$ cat config.mk
export PLATFORM = sky130hd
export DESIGN_NAME = bsx_slice
export DESIGN_NICKNAME = d
export VERILOG_FILES = /design/src/inc/bsx_pkg.sv /design/src/inc/bsx_alu_if.sv /design/src/rtl/bsx_alu.sv /design/src/rtl/bsx_lookahead.sv /design/src/rtl/bsx_slice.sv
export SDC_FILE = /design/constraint.sdc
export NUM_CORES = 1
export LEC_CHECK = 0
export ABC_CLOCK_PERIOD_IN_PS = 2180
export BUFFER_PORTS_ARGS = -buffer_cell sky130_fd_sc_hd__buf_2
export CORE_ASPECT_RATIO = 1.5
export CORE_MARGIN = 3
export CORE_UTILIZATION = 51
export CTS_CLUSTER_SIZE = 12
export DETAILED_ROUTE_END_ITERATION = 10
export PLACE_DENSITY = 0.82
export REMOVE_ABC_BUFFERS = 1
export SLEW_MARGIN = 5
export SYNTH_ARGS = -nofsm -noshare
export SYNTH_HDL_FRONTEND = slang
export SYNTH_SLANG_ARGS = --single-unit
$ cat constraint.sdc
create_clock -name mclk -period 2.18 [get_ports mclk]
set_clock_uncertainty 0.15 [all_clocks]
set_input_delay 0.109 -clock mclk [delete_from_list [all_inputs] [get_ports mclk]]
set_output_delay 0.109 -clock mclk [all_outputs]
set_load 0.05 [all_outputs]
$ cat src/inc/bsx_pkg.sv
package bsx_pkg;

    // ------------------------------------------------------------
    // slice geometry and word constants
    // ------------------------------------------------------------
    localparam int          SLICE_W   = 2;
    localparam int          NUM_GEN   = 10;
    typedef logic [SLICE_W-1:0] bsx_word_t;
    localparam bsx_word_t   ZERO_WORD = 2'h0;
    localparam bsx_word_t   ONES_WORD = 2'h3;

    // ------------------------------------------------------------
    // function bus layout: [6:4] function group, [3:0] register code
    // ------------------------------------------------------------
    localparam int          FB_W      = 7;
    localparam int          FG_LSB    = 4;
    localparam int          FG_MSB    = 6;
    localparam int          RA_MSB    = 3;
    typedef logic [2:0]     bsx_fgrp_t;
    typedef logic [3:0]     bsx_raddr_t;
    localparam bsx_fgrp_t   FG_LOADPTR = 3'h0;
    localparam bsx_fgrp_t   FG_DECR    = 3'h2;
    localparam bsx_fgrp_t   FG_XNOR    = 3'h7;
    localparam bsx_raddr_t  RA_T        = 4'hC;
    localparam bsx_raddr_t  RA_WORK     = 4'hD;
    localparam bsx_raddr_t  RA_II_WORK  = 4'hA;
    localparam bsx_raddr_t  RA_II_T     = 4'hB;
    localparam bsx_raddr_t  RA_III_WORK = 4'hE;

    // register group, one-hot
    typedef enum logic [2:0] {
        RG_ONE   = 3'b001,
        RG_TWO   = 3'b010,
        RG_THREE = 3'b100
    } bsx_rgrp_t;

    // ------------------------------------------------------------
    // slice state
    // ------------------------------------------------------------
    typedef struct packed {
        bsx_word_t [NUM_GEN-1:0] genRegs;
        bsx_word_t               tReg;
        bsx_word_t               work;
        bsx_word_t               mptr;
        logic                    addrOeN;
        logic                    dataOeN;
    } bsx_state_t;

    // register code to register group
    function automatic bsx_rgrp_t decodeRgroup(input bsx_raddr_t ra);
        if (ra == RA_II_WORK || ra == RA_II_T) begin
            return RG_TWO;
        end else if (ra > RA_WORK) begin
            return RG_THREE;
        end
        return RG_ONE;
    endfunction : decodeRgroup

    // groups II and III: even code names the accumulator, odd names T
    function automatic logic selectsWork(input bsx_raddr_t ra);
        return (ra == RA_II_WORK) || (ra == RA_III_WORK);
    endfunction : selectsWork

endpackage : bsx_pkg

$ cat src/inc/bsx_alu_if.sv
`timescale 1ns/1ps
interface bsx_alu_if;
    import bsx_pkg::*;

    bsx_fgrp_t fGroup;
    bsx_rgrp_t rGroup;
    bsx_word_t regVal;
    bsx_word_t workVal;
    bsx_word_t memVal;
    bsx_word_t inVal;
    bsx_word_t maskVal;
    logic      carryIn;
    bsx_word_t result;
    logic      writeEn;
    logic      toPointer;
    logic      genCarry;
    logic      propCarry;
    logic      carryOut;

    modport core (output fGroup, rGroup, regVal, workVal, memVal, inVal, maskVal, carryIn,
                  input  result, writeEn, toPointer, genCarry, propCarry, carryOut);
    modport alu  (input  fGroup, rGroup, regVal, workVal, memVal, inVal, maskVal, carryIn,
                  output result, writeEn, toPointer, genCarry, propCarry);
    modport look (input  genCarry, propCarry, carryIn,
                  output carryOut);
endinterface : bsx_alu_if

$ cat src/rtl/bsx_alu.sv
`timescale 1ns/1ps
module bsx_alu (
    // operands and results
    bsx_alu_if.alu bus
);
    import bsx_pkg::*;

    // ------------------------------------------------------------
    // function decode and datapath
    // ------------------------------------------------------------
    // logic groups report their word-wise OR as generate with propagate
    // held high, so the external look-ahead tree yields carry in OR term
    always_comb begin
        bsx_word_t sum;
        sum           = ZERO_WORD;
        bus.result    = bus.regVal;
        bus.writeEn   = 1'b0;
        bus.toPointer = 1'b0;
        bus.genCarry  = 1'b0;
        bus.propCarry = 1'b1;
        case (bus.fGroup)
            FG_XNOR: begin
                bus.writeEn = 1'b1;
                case (bus.rGroup)
                    RG_ONE: begin
                        bus.result   = ~(bus.regVal ^ (bus.workVal & bus.maskVal));
                        bus.genCarry = |(bus.regVal & bus.workVal & bus.maskVal);
                    end
                    RG_TWO: begin
                        // zero mask gives ~memory, ones mask gives memory xnor work
                        bus.result   = ~(bus.memVal ^ (bus.workVal & bus.maskVal));
                        bus.genCarry = |(bus.memVal & bus.workVal & bus.maskVal);
                    end
                    default: begin
                        bus.result   = ~(bus.regVal ^ (bus.inVal & bus.maskVal));
                        bus.genCarry = |(bus.regVal & bus.inVal & bus.maskVal);
                    end
                endcase
            end
            FG_DECR: begin
                // subtract one by adding the all-ones word plus carry in
                if (bus.rGroup == RG_THREE) begin
                    sum          = bus.regVal + ONES_WORD;
                    bus.result   = sum + {{(SLICE_W-1){1'b0}}, bus.carryIn};
                    bus.writeEn  = 1'b1;
                    bus.genCarry = |bus.regVal;
                end
            end
            FG_LOADPTR: begin
                if (bus.rGroup == RG_TWO) begin
                    bus.result    = bus.memVal;
                    bus.writeEn   = 1'b1;
                    bus.toPointer = 1'b1;
                end
            end
            default: begin
                bus.result = bus.regVal;
            end
        endcase
    end

endmodule : bsx_alu

$ cat src/rtl/bsx_lookahead.sv
`timescale 1ns/1ps
module bsx_lookahead (
    // generate, propagate and ripple carry
    bsx_alu_if.look bus
);
    import bsx_pkg::*;

    // ------------------------------------------------------------
    // ripple carry from the slice's own generate and propagate
    // ------------------------------------------------------------
    // combinational so that chained slices ripple within one microcycle
    assign bus.carryOut = bus.genCarry | (bus.propCarry & bus.carryIn);

endmodule : bsx_lookahead

$ cat src/rtl/bsx_slice.sv
`timescale 1ns/1ps
// Operation
// - group7 II mask: memory xnor work&mask
// - group7 II zero mask: load ~memory, carry passes
// - group7 II ones mask: work xnor memory
// - group7 III mask: AT xnor (I&K)
// - group7 III zero mask: complement AT
// - group7 III ones mask: I xnor AT
// - subtract one by adding all ones
// - 2-bit slice, chainable to any width
// - five 2-bit buses, three in, two out
// - address from pointer, data from accumulator
// - each output bus has own enable
// - generate and propagate carry outputs
module bsx_slice (
    // clock and reset
    input  wire logic               mclk,
    input  wire logic               sys_rst,
    // microfunction from the sequencer
    input  wire logic [bsx_pkg::FB_W-1:0] functionBus,
    // data inputs
    input  wire bsx_pkg::bsx_word_t memoryBus,
    input  wire bsx_pkg::bsx_word_t inputBus,
    input  wire bsx_pkg::bsx_word_t maskBus,
    input  wire logic               carryInput,
    // output enables
    input  wire logic               dataOutEnable,
    input  wire logic               addrOutEnable,
    // three-state output buses
    output bsx_pkg::bsx_word_t      addressOutBus,
    output logic                    addressOutOeN,
    output bsx_pkg::bsx_word_t      accumOutBus,
    output logic                    accumOutOeN,
    // carry chain
    output logic                    carryOut,
    output logic                    genCarry,
    output logic                    propCarry
);
    import bsx_pkg::*;

    // ------------------------------------------------------------
    // state and decode
    // ------------------------------------------------------------
    bsx_state_t st_q;
    bsx_state_t st_d;
    bsx_fgrp_t  fGroup;
    bsx_raddr_t regAddr;
    bsx_rgrp_t  rGroup;
    logic       workSel;
    bsx_word_t  groupOneVal;
    bsx_word_t  atVal;

    bsx_alu_if aluIf ();

    // function bus is on the sequencer's clock, so no synchroniser
    assign fGroup  = functionBus[FG_MSB:FG_LSB];
    assign regAddr = functionBus[RA_MSB:0];
    assign rGroup  = decodeRgroup(regAddr);
    assign workSel = selectsWork(regAddr);

    // group I names any register but the pointer; T and the accumulator sit above the general file
    always_comb begin
        if (regAddr < 4'(NUM_GEN)) begin
            groupOneVal = st_q.genRegs[regAddr];
        end else if (regAddr == RA_T) begin
            groupOneVal = st_q.tReg;
        end else if (regAddr == RA_WORK) begin
            groupOneVal = st_q.work;
        end else begin
            groupOneVal = ZERO_WORD;
        end
    end

    // groups II and III only ever address AC or T
    assign atVal = workSel ? st_q.work : st_q.tReg;

    // ------------------------------------------------------------
    // operand routing into the arithmetic unit
    // ------------------------------------------------------------
    assign aluIf.fGroup  = fGroup;
    assign aluIf.rGroup  = rGroup;
    assign aluIf.regVal  = (rGroup == RG_ONE) ? groupOneVal : atVal;
    assign aluIf.workVal = st_q.work;
    assign aluIf.memVal  = memoryBus;
    assign aluIf.inVal   = inputBus;
    assign aluIf.maskVal = maskBus;
    assign aluIf.carryIn = carryInput;

    bsx_alu u_alu (
        .bus (aluIf.alu)
    );

    bsx_lookahead u_look (
        .bus (aluIf.look)
    );

    // carries follow the inputs with no register in the path
    assign carryOut  = aluIf.carryOut;
    assign genCarry  = aluIf.genCarry;
    assign propCarry = aluIf.propCarry;

    // ------------------------------------------------------------
    // next state
    // ------------------------------------------------------------
    // enables are registered so the pads switch clean of decode glitches;
    // the cost is one cycle from enable to drive
    always_comb begin
        st_d         = st_q;
        st_d.addrOeN = ~addrOutEnable;
        st_d.dataOeN = ~dataOutEnable;
        if (aluIf.writeEn) begin
            if (aluIf.toPointer) begin
                st_d.mptr = aluIf.result;
            end else if (rGroup == RG_ONE) begin
                if (regAddr < 4'(NUM_GEN)) begin
                    st_d.genRegs[regAddr] = aluIf.result;
                end else if (regAddr == RA_T) begin
                    st_d.tReg = aluIf.result;
                end else if (regAddr == RA_WORK) begin
                    st_d.work = aluIf.result;
                end
            end else if (workSel) begin
                st_d.work = aluIf.result;
            end else begin
                st_d.tReg = aluIf.result;
            end
        end
    end

    // single state register, updated at the rising edge
    always_ff @(posedge mclk or posedge sys_rst) begin
        if (sys_rst) begin
            st_q <= '{genRegs: '0, tReg: ZERO_WORD, work: ZERO_WORD,
                      mptr: ZERO_WORD, addrOeN: 1'b1, dataOeN: 1'b1};
        end else begin
            st_q <= st_d;
        end
    end

    // ------------------------------------------------------------
    // output buses
    // ------------------------------------------------------------
    // each slice drives only its own two bits; wider words are plain
    // concatenation of slices with carries chained
    assign addressOutBus = st_q.mptr;
    assign accumOutBus   = st_q.work;
    assign addressOutOeN = st_q.addrOeN;
    assign accumOutOeN   = st_q.dataOeN;

    logic xnorOp;
    logic toWork;
    assign xnorOp = (fGroup == FG_XNOR);
    assign toWork = (rGroup != RG_ONE) && workSel;
endmodule : bsx_slice

# [After elaboration in Yosys (flattened, before gate mapping)]
# Cells that the tools add are included.
[op_classes] n_eq_ne=15 reduce_logical=13 add_sub_neg=2 mux=33 order_cmp=4 bitwise=18
[ops] cell="$mux 2" count=14
[ops] cell="$bwmux 20" count=1
[ops] cell="$eq 4x4->1 const B" count=5
[ops] cell="$and 2x2->2" count=8
[ops] cell="$mux 3" count=3
[ops] cell="$bmux 2 s4" count=1
[ops] cell="$demux 2 s4" count=1
[ops] cell="$mux 4" count=2
[ops] cell="$ne 2x2->1 const B" count=4
[ops] cell="$reduce_or 2->1" count=4
[ops] cell="$eq 3x2->1 const B" count=2
[ops] cell="$eq 3x3->1 const B" count=2
[ops] cell="$mux 1" count=6
[ops] cell="$not 2->2" count=3
[ops] cell="$pmux 2 s3" count=1
[ops] cell="$reduce_and 6->1" count=1
[ops] cell="$xor 2x2->2" count=3
[ops] cell="$lt 4x5->1 const B" count=1
[ops] cell="$reduce_and 5->1" count=1
[ops] cell="$ge 4x1->1 const B" count=1
[ops] cell="$gt 4x4->1 const B" count=1
[ops] cell="$lt 4x4->1 const B" count=1
[ops] cell="$pmux 1 s2" count=2
[ops] cell="$pmux 2 s2" count=1
[ops] cell="13 further kinds" count=16
[word_totals] elab_cells=100 ff_bits=28 inputBits=18 out_inout_bits=9

# [Logic depth before layout (Yosys ltp)]
[logic_depth] ltp_word=14 mapped_depth=11

# [By module]
# From an unflattened synthesis, not the netlist that was laid out.
[unflattened] cells_unflattened=196 hier_area_um2=1994.4
[modules_own_cells] module="bsx_slice" area_per_inst_um2=1496.4 cells_each=112 n_inst=1
[modules_own_cells] module="bsx_alu" area_per_inst_um2=490.5 cells_each=83 n_inst=1
[modules_own_cells] module="bsx_lookahead" area_per_inst_um2=7.5 cells_each=1 n_inst=1

# [Worst setup path before layout]
# Ideal clock, no wire load.
[synth_timing] kind="input-to-output" from="input functionBus[2] in the netlist's numbering" to="output genCarry" t_required_ns=1.921 stages=7 path_slack_ns=-0.360 t_arrival_ns=2.281 cell_sequence="buf_2 -> and2_1 -> a221o_1 -> o32a_2 -> a21oi_1 -> o21ai_1 -> o21ai_0"
[synth_between] elab_chain_cells=11 word_cells_on_any_way=33 classes_between="order compare (2); eq/ne (8); mux (14); bitwise (4); reduce/logical (5)"
[synth_rtl] element="start, declared" line="bsx_slice.sv:20" text="input wire logic [bsx_pkg::FB_W-1:0] functionBus,"
[synth_rtl] element="$gt 4x4->1, or another cell as far along" line="bsx_pkg.sv:53" text="end else if (ra > RA_WORK) begin"
[synth_rtl] element="$mux 1 / $logic_or 1x1->1 (equally long branches)" line="bsx_pkg.sv:53, bsx_pkg.sv:51"
[synth_rtl] element="$mux 1 / $mux 3 (equally long branches)" line="bsx_pkg.sv:51" text="if (ra == RA_II_WORK || ra == RA_II_T) begin"
[synth_rtl] element="$mux 3" line="bsx_pkg.sv:56" text="return RG_ONE;"
[synth_rtl] element="$eq 3x1->1" line="bsx_alu.sv:24, bsx_slice.sv:82"
[synth_rtl] element="$mux 2" line="bsx_slice.sv:82" text="assign aluIf.regVal = (rGroup == RG_ONE) ? groupOneVal : atVal;"
[synth_rtl] element="$and 2x2->2 (on tied branches) (2 in a row)" line="bsx_alu.sv:36, bsx_alu.sv:27"
[synth_rtl] element="$reduce_or 2->1 (on tied branches)" line="bsx_alu.sv:36, bsx_alu.sv:27"
[synth_rtl] element="$pmux 1 s2" line="bsx_alu.sv:24" text="case (bus.rGroup)"
[synth_rtl] element="$pmux 1 s2 (*)" line="bsx_alu.sv:21" text="case (bus.fGroup)"
[synth_rtl] element="end, declared" line="bsx_slice.sv:36" text="output logic genCarry,"
# Mark *: on every way between the ends. The rest lies on a longest branch, timed or not. The select of a mux whose other input is x is not followed.

# [Final worst setup path]
[layout_timing] from="register st_q[18] in the netlist's numbering" to="output carryOut"
[layout_between] elab_chain_cells=10 word_cells_on_any_way=15 classes_between="mux (7); bitwise (5); reduce/logical (3)"
[layout_rtl] element="start, declared" line="bsx_slice.sv:44" text="bsx_state_t st_q;"
[layout_rtl] element="start signal, assigned" line="bsx_slice.sv:133" text="st_q <= '{genRegs: '0, tReg: ZERO_WORD, work: ZERO_WORD,"
[layout_rtl] element="start signal, assigned" line="bsx_slice.sv:136" text="st_q <= st_d;"
[layout_rtl] element="$bmux 2 s4 (*)" line="bsx_slice.sv:64" text="groupOneVal = st_q.genRegs[regAddr];"
[layout_rtl] element="$mux 2 (not written as such) (*)" line="bsx_slice.sv:64"
[layout_rtl] element="$mux 2 (*)" line="bsx_slice.sv:63" text="if (regAddr < 4'(NUM_GEN)) begin"
[layout_rtl] element="$mux 2 (*)" line="bsx_slice.sv:82"
[layout_rtl] element="$and 2x2->2 (on tied branches) (2 in a row)" line="bsx_alu.sv:36, bsx_alu.sv:27"
[layout_rtl] element="$reduce_or 2->1 (on tied branches)" line="bsx_alu.sv:36, bsx_alu.sv:27"
[layout_rtl] element="$pmux 1 s2" line="bsx_alu.sv:24"
[layout_rtl] element="$pmux 1 s2 (*)" line="bsx_alu.sv:21"
[layout_rtl] element="$or 1x1->1 (*)" line="bsx_lookahead.sv:12" text="assign bus.carryOut = bus.genCarry | (bus.propCarry & bus.carryIn);"
[layout_rtl] element="end, declared" line="bsx_slice.sv:35" text="output logic carryOut,"
# Marked as above.

==> impl_results.md <==
- Outcome: finished with violations
- Failing checks: negative setup slack
- Async SR Flop Fraction: 100%
- TritonCTS clock tree: done
- Die Footprint: 4460 um^2
- Ranking of synthesized cells by area: dfrtp_1, mux2_2, nand2_1
- Total GRT Usage: 21.3%
- Port bufs: 25
- Synthesized area per cell: between 9 and 10 um^2
- DRT Pass-1 Iters: 4
- LEAKAGE: 0.00106 uW
- Initial antenna violation count: 0
- PwrDens: approximately 670 nW/um^2
- Post-Route Utilization: 66.7%
- Period utilisation layout: 115%
- CP Launch Type: flip-flop
- Synth warn: 0
- Main synth FF type: dfrtp_1
- Skew-Pair Late Insertion Delay: ~270 ps
- Cell row count: 26
- Post-Synthesis Cells: 198
- Footprint of the multi-input gates: approximately 1100 um^2
- Top Usage Layer GRT: met2
- Highest ir drop seen on vdd: around 0.47 mV
- Synth cell types: a little under 50
- DRT iter0 DRCs: 75
- WL per Instance: 16.3 um
- Met2 global-route usage: around two fifths
- Post-synthesis sequential area ratio: approximately 37%
- Grt ovf: 0
- Share of cells above drive strength 1: about two fifths
- CTS Buf Count: 3
- GR Util met3: between 1.5 and 2%
- Worst Hold Class: input pin to flip-flop
- CTS Buffer Depth: 2
- Final setup viols: 16
- Clk sinks: 28
- Pin count of the biggest net entering global routing: 29
- Nets: between 200 and 300
- Initial Util: a little over half
- Crit path kind: flip-flop to primary output
- Top-level port count: 27
- Place WS: -208 ps
- Pins over their slew limit: 0
- Cell area after layout: 2320 um^2
- Met1 Use GR: between 20% and 30%
- FF/Latch Area: roughly 700 um^2
- Final hold vios: 0
- Max cap viols: 0
- Number of synthesized register bits: 28
- H-Tree Depth: 1
- Post-route antenna net violation count: 0
- Clk root buf: clkbuf_8
- Min Tclk post-route: 2520 ps
- Core area: between 3000 and 4000 um^2
- GPL Wtd Cong: around 0.93
- DRC violations left: 0
- Die Wd: approximately 56 um
- First-pass GRT wire length: ~7600 um
- Fillcell total: 275
- Worst setup margin: -336 ps
- Fmax: between 0.3 and 0.4 GHz
- Crit path arrival time: around 2300 ps
- DR vias: between 1500 and 2000
- Ant diodes: 0
- Reg clk slew, reported paths: 90 ps
- Via density: 5.93
- Area after DPL: approximately 2100 um^2
- Share of the synthesized area in the top cell type: a little over a third
- Post-synth EDFFs: 0
- DP HPWL: 3350 um
- Worst R2R Path Depth: 10
- Synthesized cell area: ~1900 um^2
- Hold path depth: 2
- Die Y: around 80 um
- Worst EP required: between 1500 and 2000 ps
- RSZ-0062 raised after global routing: yes
- Synth area leader: dfrtp_1
- Final wirelength: around 4600 um
- Max FO, Critical Path: 3
- Synthesis-to-finish area growth: 23.7%
- Vias in the first global route: 1675
- Crit. End Element: primary output
==> layer usage <==
layer  vias up  routed length, um
li1        816                  -
met1       804               1900
met2        50               2430
met3        14                170
met4         0                129
met5         -                  0
==> power breakdown <==
| group | internal [uW] | switching, uW | total, uW |
|---|---|---|---|
| clock | 162 | 158 | 319 |
| sequential | 603 | 51.1 | 654 |
| combinational | 258 | 325 | 583 |
==> flip-flops by register name, summed over array words and instances (netlist names) <==
name	count
addressOutBus	2
accumOutOeN	1
accumOutBus	2
addressOutOeN	1
st_q	22
==> Yosys cell counts, drive strengths merged (4+ instances only) <==
cell type / instances
a21oi: 10
mux2i: 7
buf: 9
nor2b: 4
o21ai: 12
o211ai: 5
nor2: 15
nand2: 21
dfrtp: 26
clkbuf: 5
mux2: 19
nand3: 8
inv: 6
a31oi: 6
==> final timing paths <==
path	from	end	slack [ps]
worst max register to register	st_q[18]	st_q[10]	-220
worst max-delay path	st_q[18]	carryOut	-340
worst min-delay path	memoryBus[0]	addressOutBus[0]	20
worst min register to register	st_q[23]	st_q[23]	340
max in group asynchronous	sys_rst	accumOutOeN	1310
min in group asynchronous	sys_rst	st_q[7]	280
==> per-stage QoR <==
step                power [uW]  instances  TNS, ps  hold WS (ps)
floorplan                  993        184    -7390         -14.8
global placement          1180        273    -2960          29.6
detailed placement        1180        273    -3560          39.4
CTS                       1530        281    -2620          5.85
global route              1640        284    -5060          17.0
finish                    1560        284    -3110          17.8
==> worst max-delay path, cell delays in order, from the launching register on <==
cell	delay [ps]
dfrtp_1	390
mux4_2	500
nor2_4	130
o211ai_2	120
buf_4	160
buf_6	120
a311oi_4	220
o211ai_1	130
buf_4	200
==> what timing repair did <==
item / 4_1_cts / 5_1_grt
cloned: 0 / 0
setup buffers: 1 / 3
setup endpoints to repair: 16 / 27
endpoints found under the hold margin: 28 / 0
hold buffers: 3 / 0
resized for setup: 11 / 9
pin swaps: 8 / 6
==> cell type report <==
cell class,count,area share [%]
multi-input combinational,150,48.7
sequential,28,30.3
timing repair buffer,54,15.5
clock buffer,4,2.37
tap,42,2.26
inverter,6,0.970
==> cell families (layout without fill, tap and decap cells) <==
family | after synthesis | in the layout | share of synthesized area, %
and+or+nand+nor | 72 | 72 | 19.4
other | 1 | 1 | 0.200
xor gates and xnor gates | 2 | 2 | 0.934
adders and majority gates | 1 | 1 | 0.667
muxes | 29 | 29 | 19.1
DFF | 28 | 28 | 37.5
buffers and inverters | 20 | 64 | 5.73
AOI/OAI and AO/OA | 45 | 45 | 16.5
==> cell usage in the layout, fill, tap and decap left out, drive strengths merged, types with 2 or more instances in the layout <==
master and instances:
a21oi 10, a221o 2, a221oi 2, a31oi 6
and2 3, and3 2, buf 51, clkbuf 4
dfrtp 26, dfstp 2, dlygate4sd3 3, inv 6
mux2 19, mux2i 7, mux4 3, nand2 21
nand2b 3, nand3 8, nand4 3, nor2 15
nor2b 4, nor3 3, nor3b 3, o211ai 5
o21ai 12, o32ai 2, or3 2, xnor2 2
Note: power is estimated with default switching activity, not from simulation.
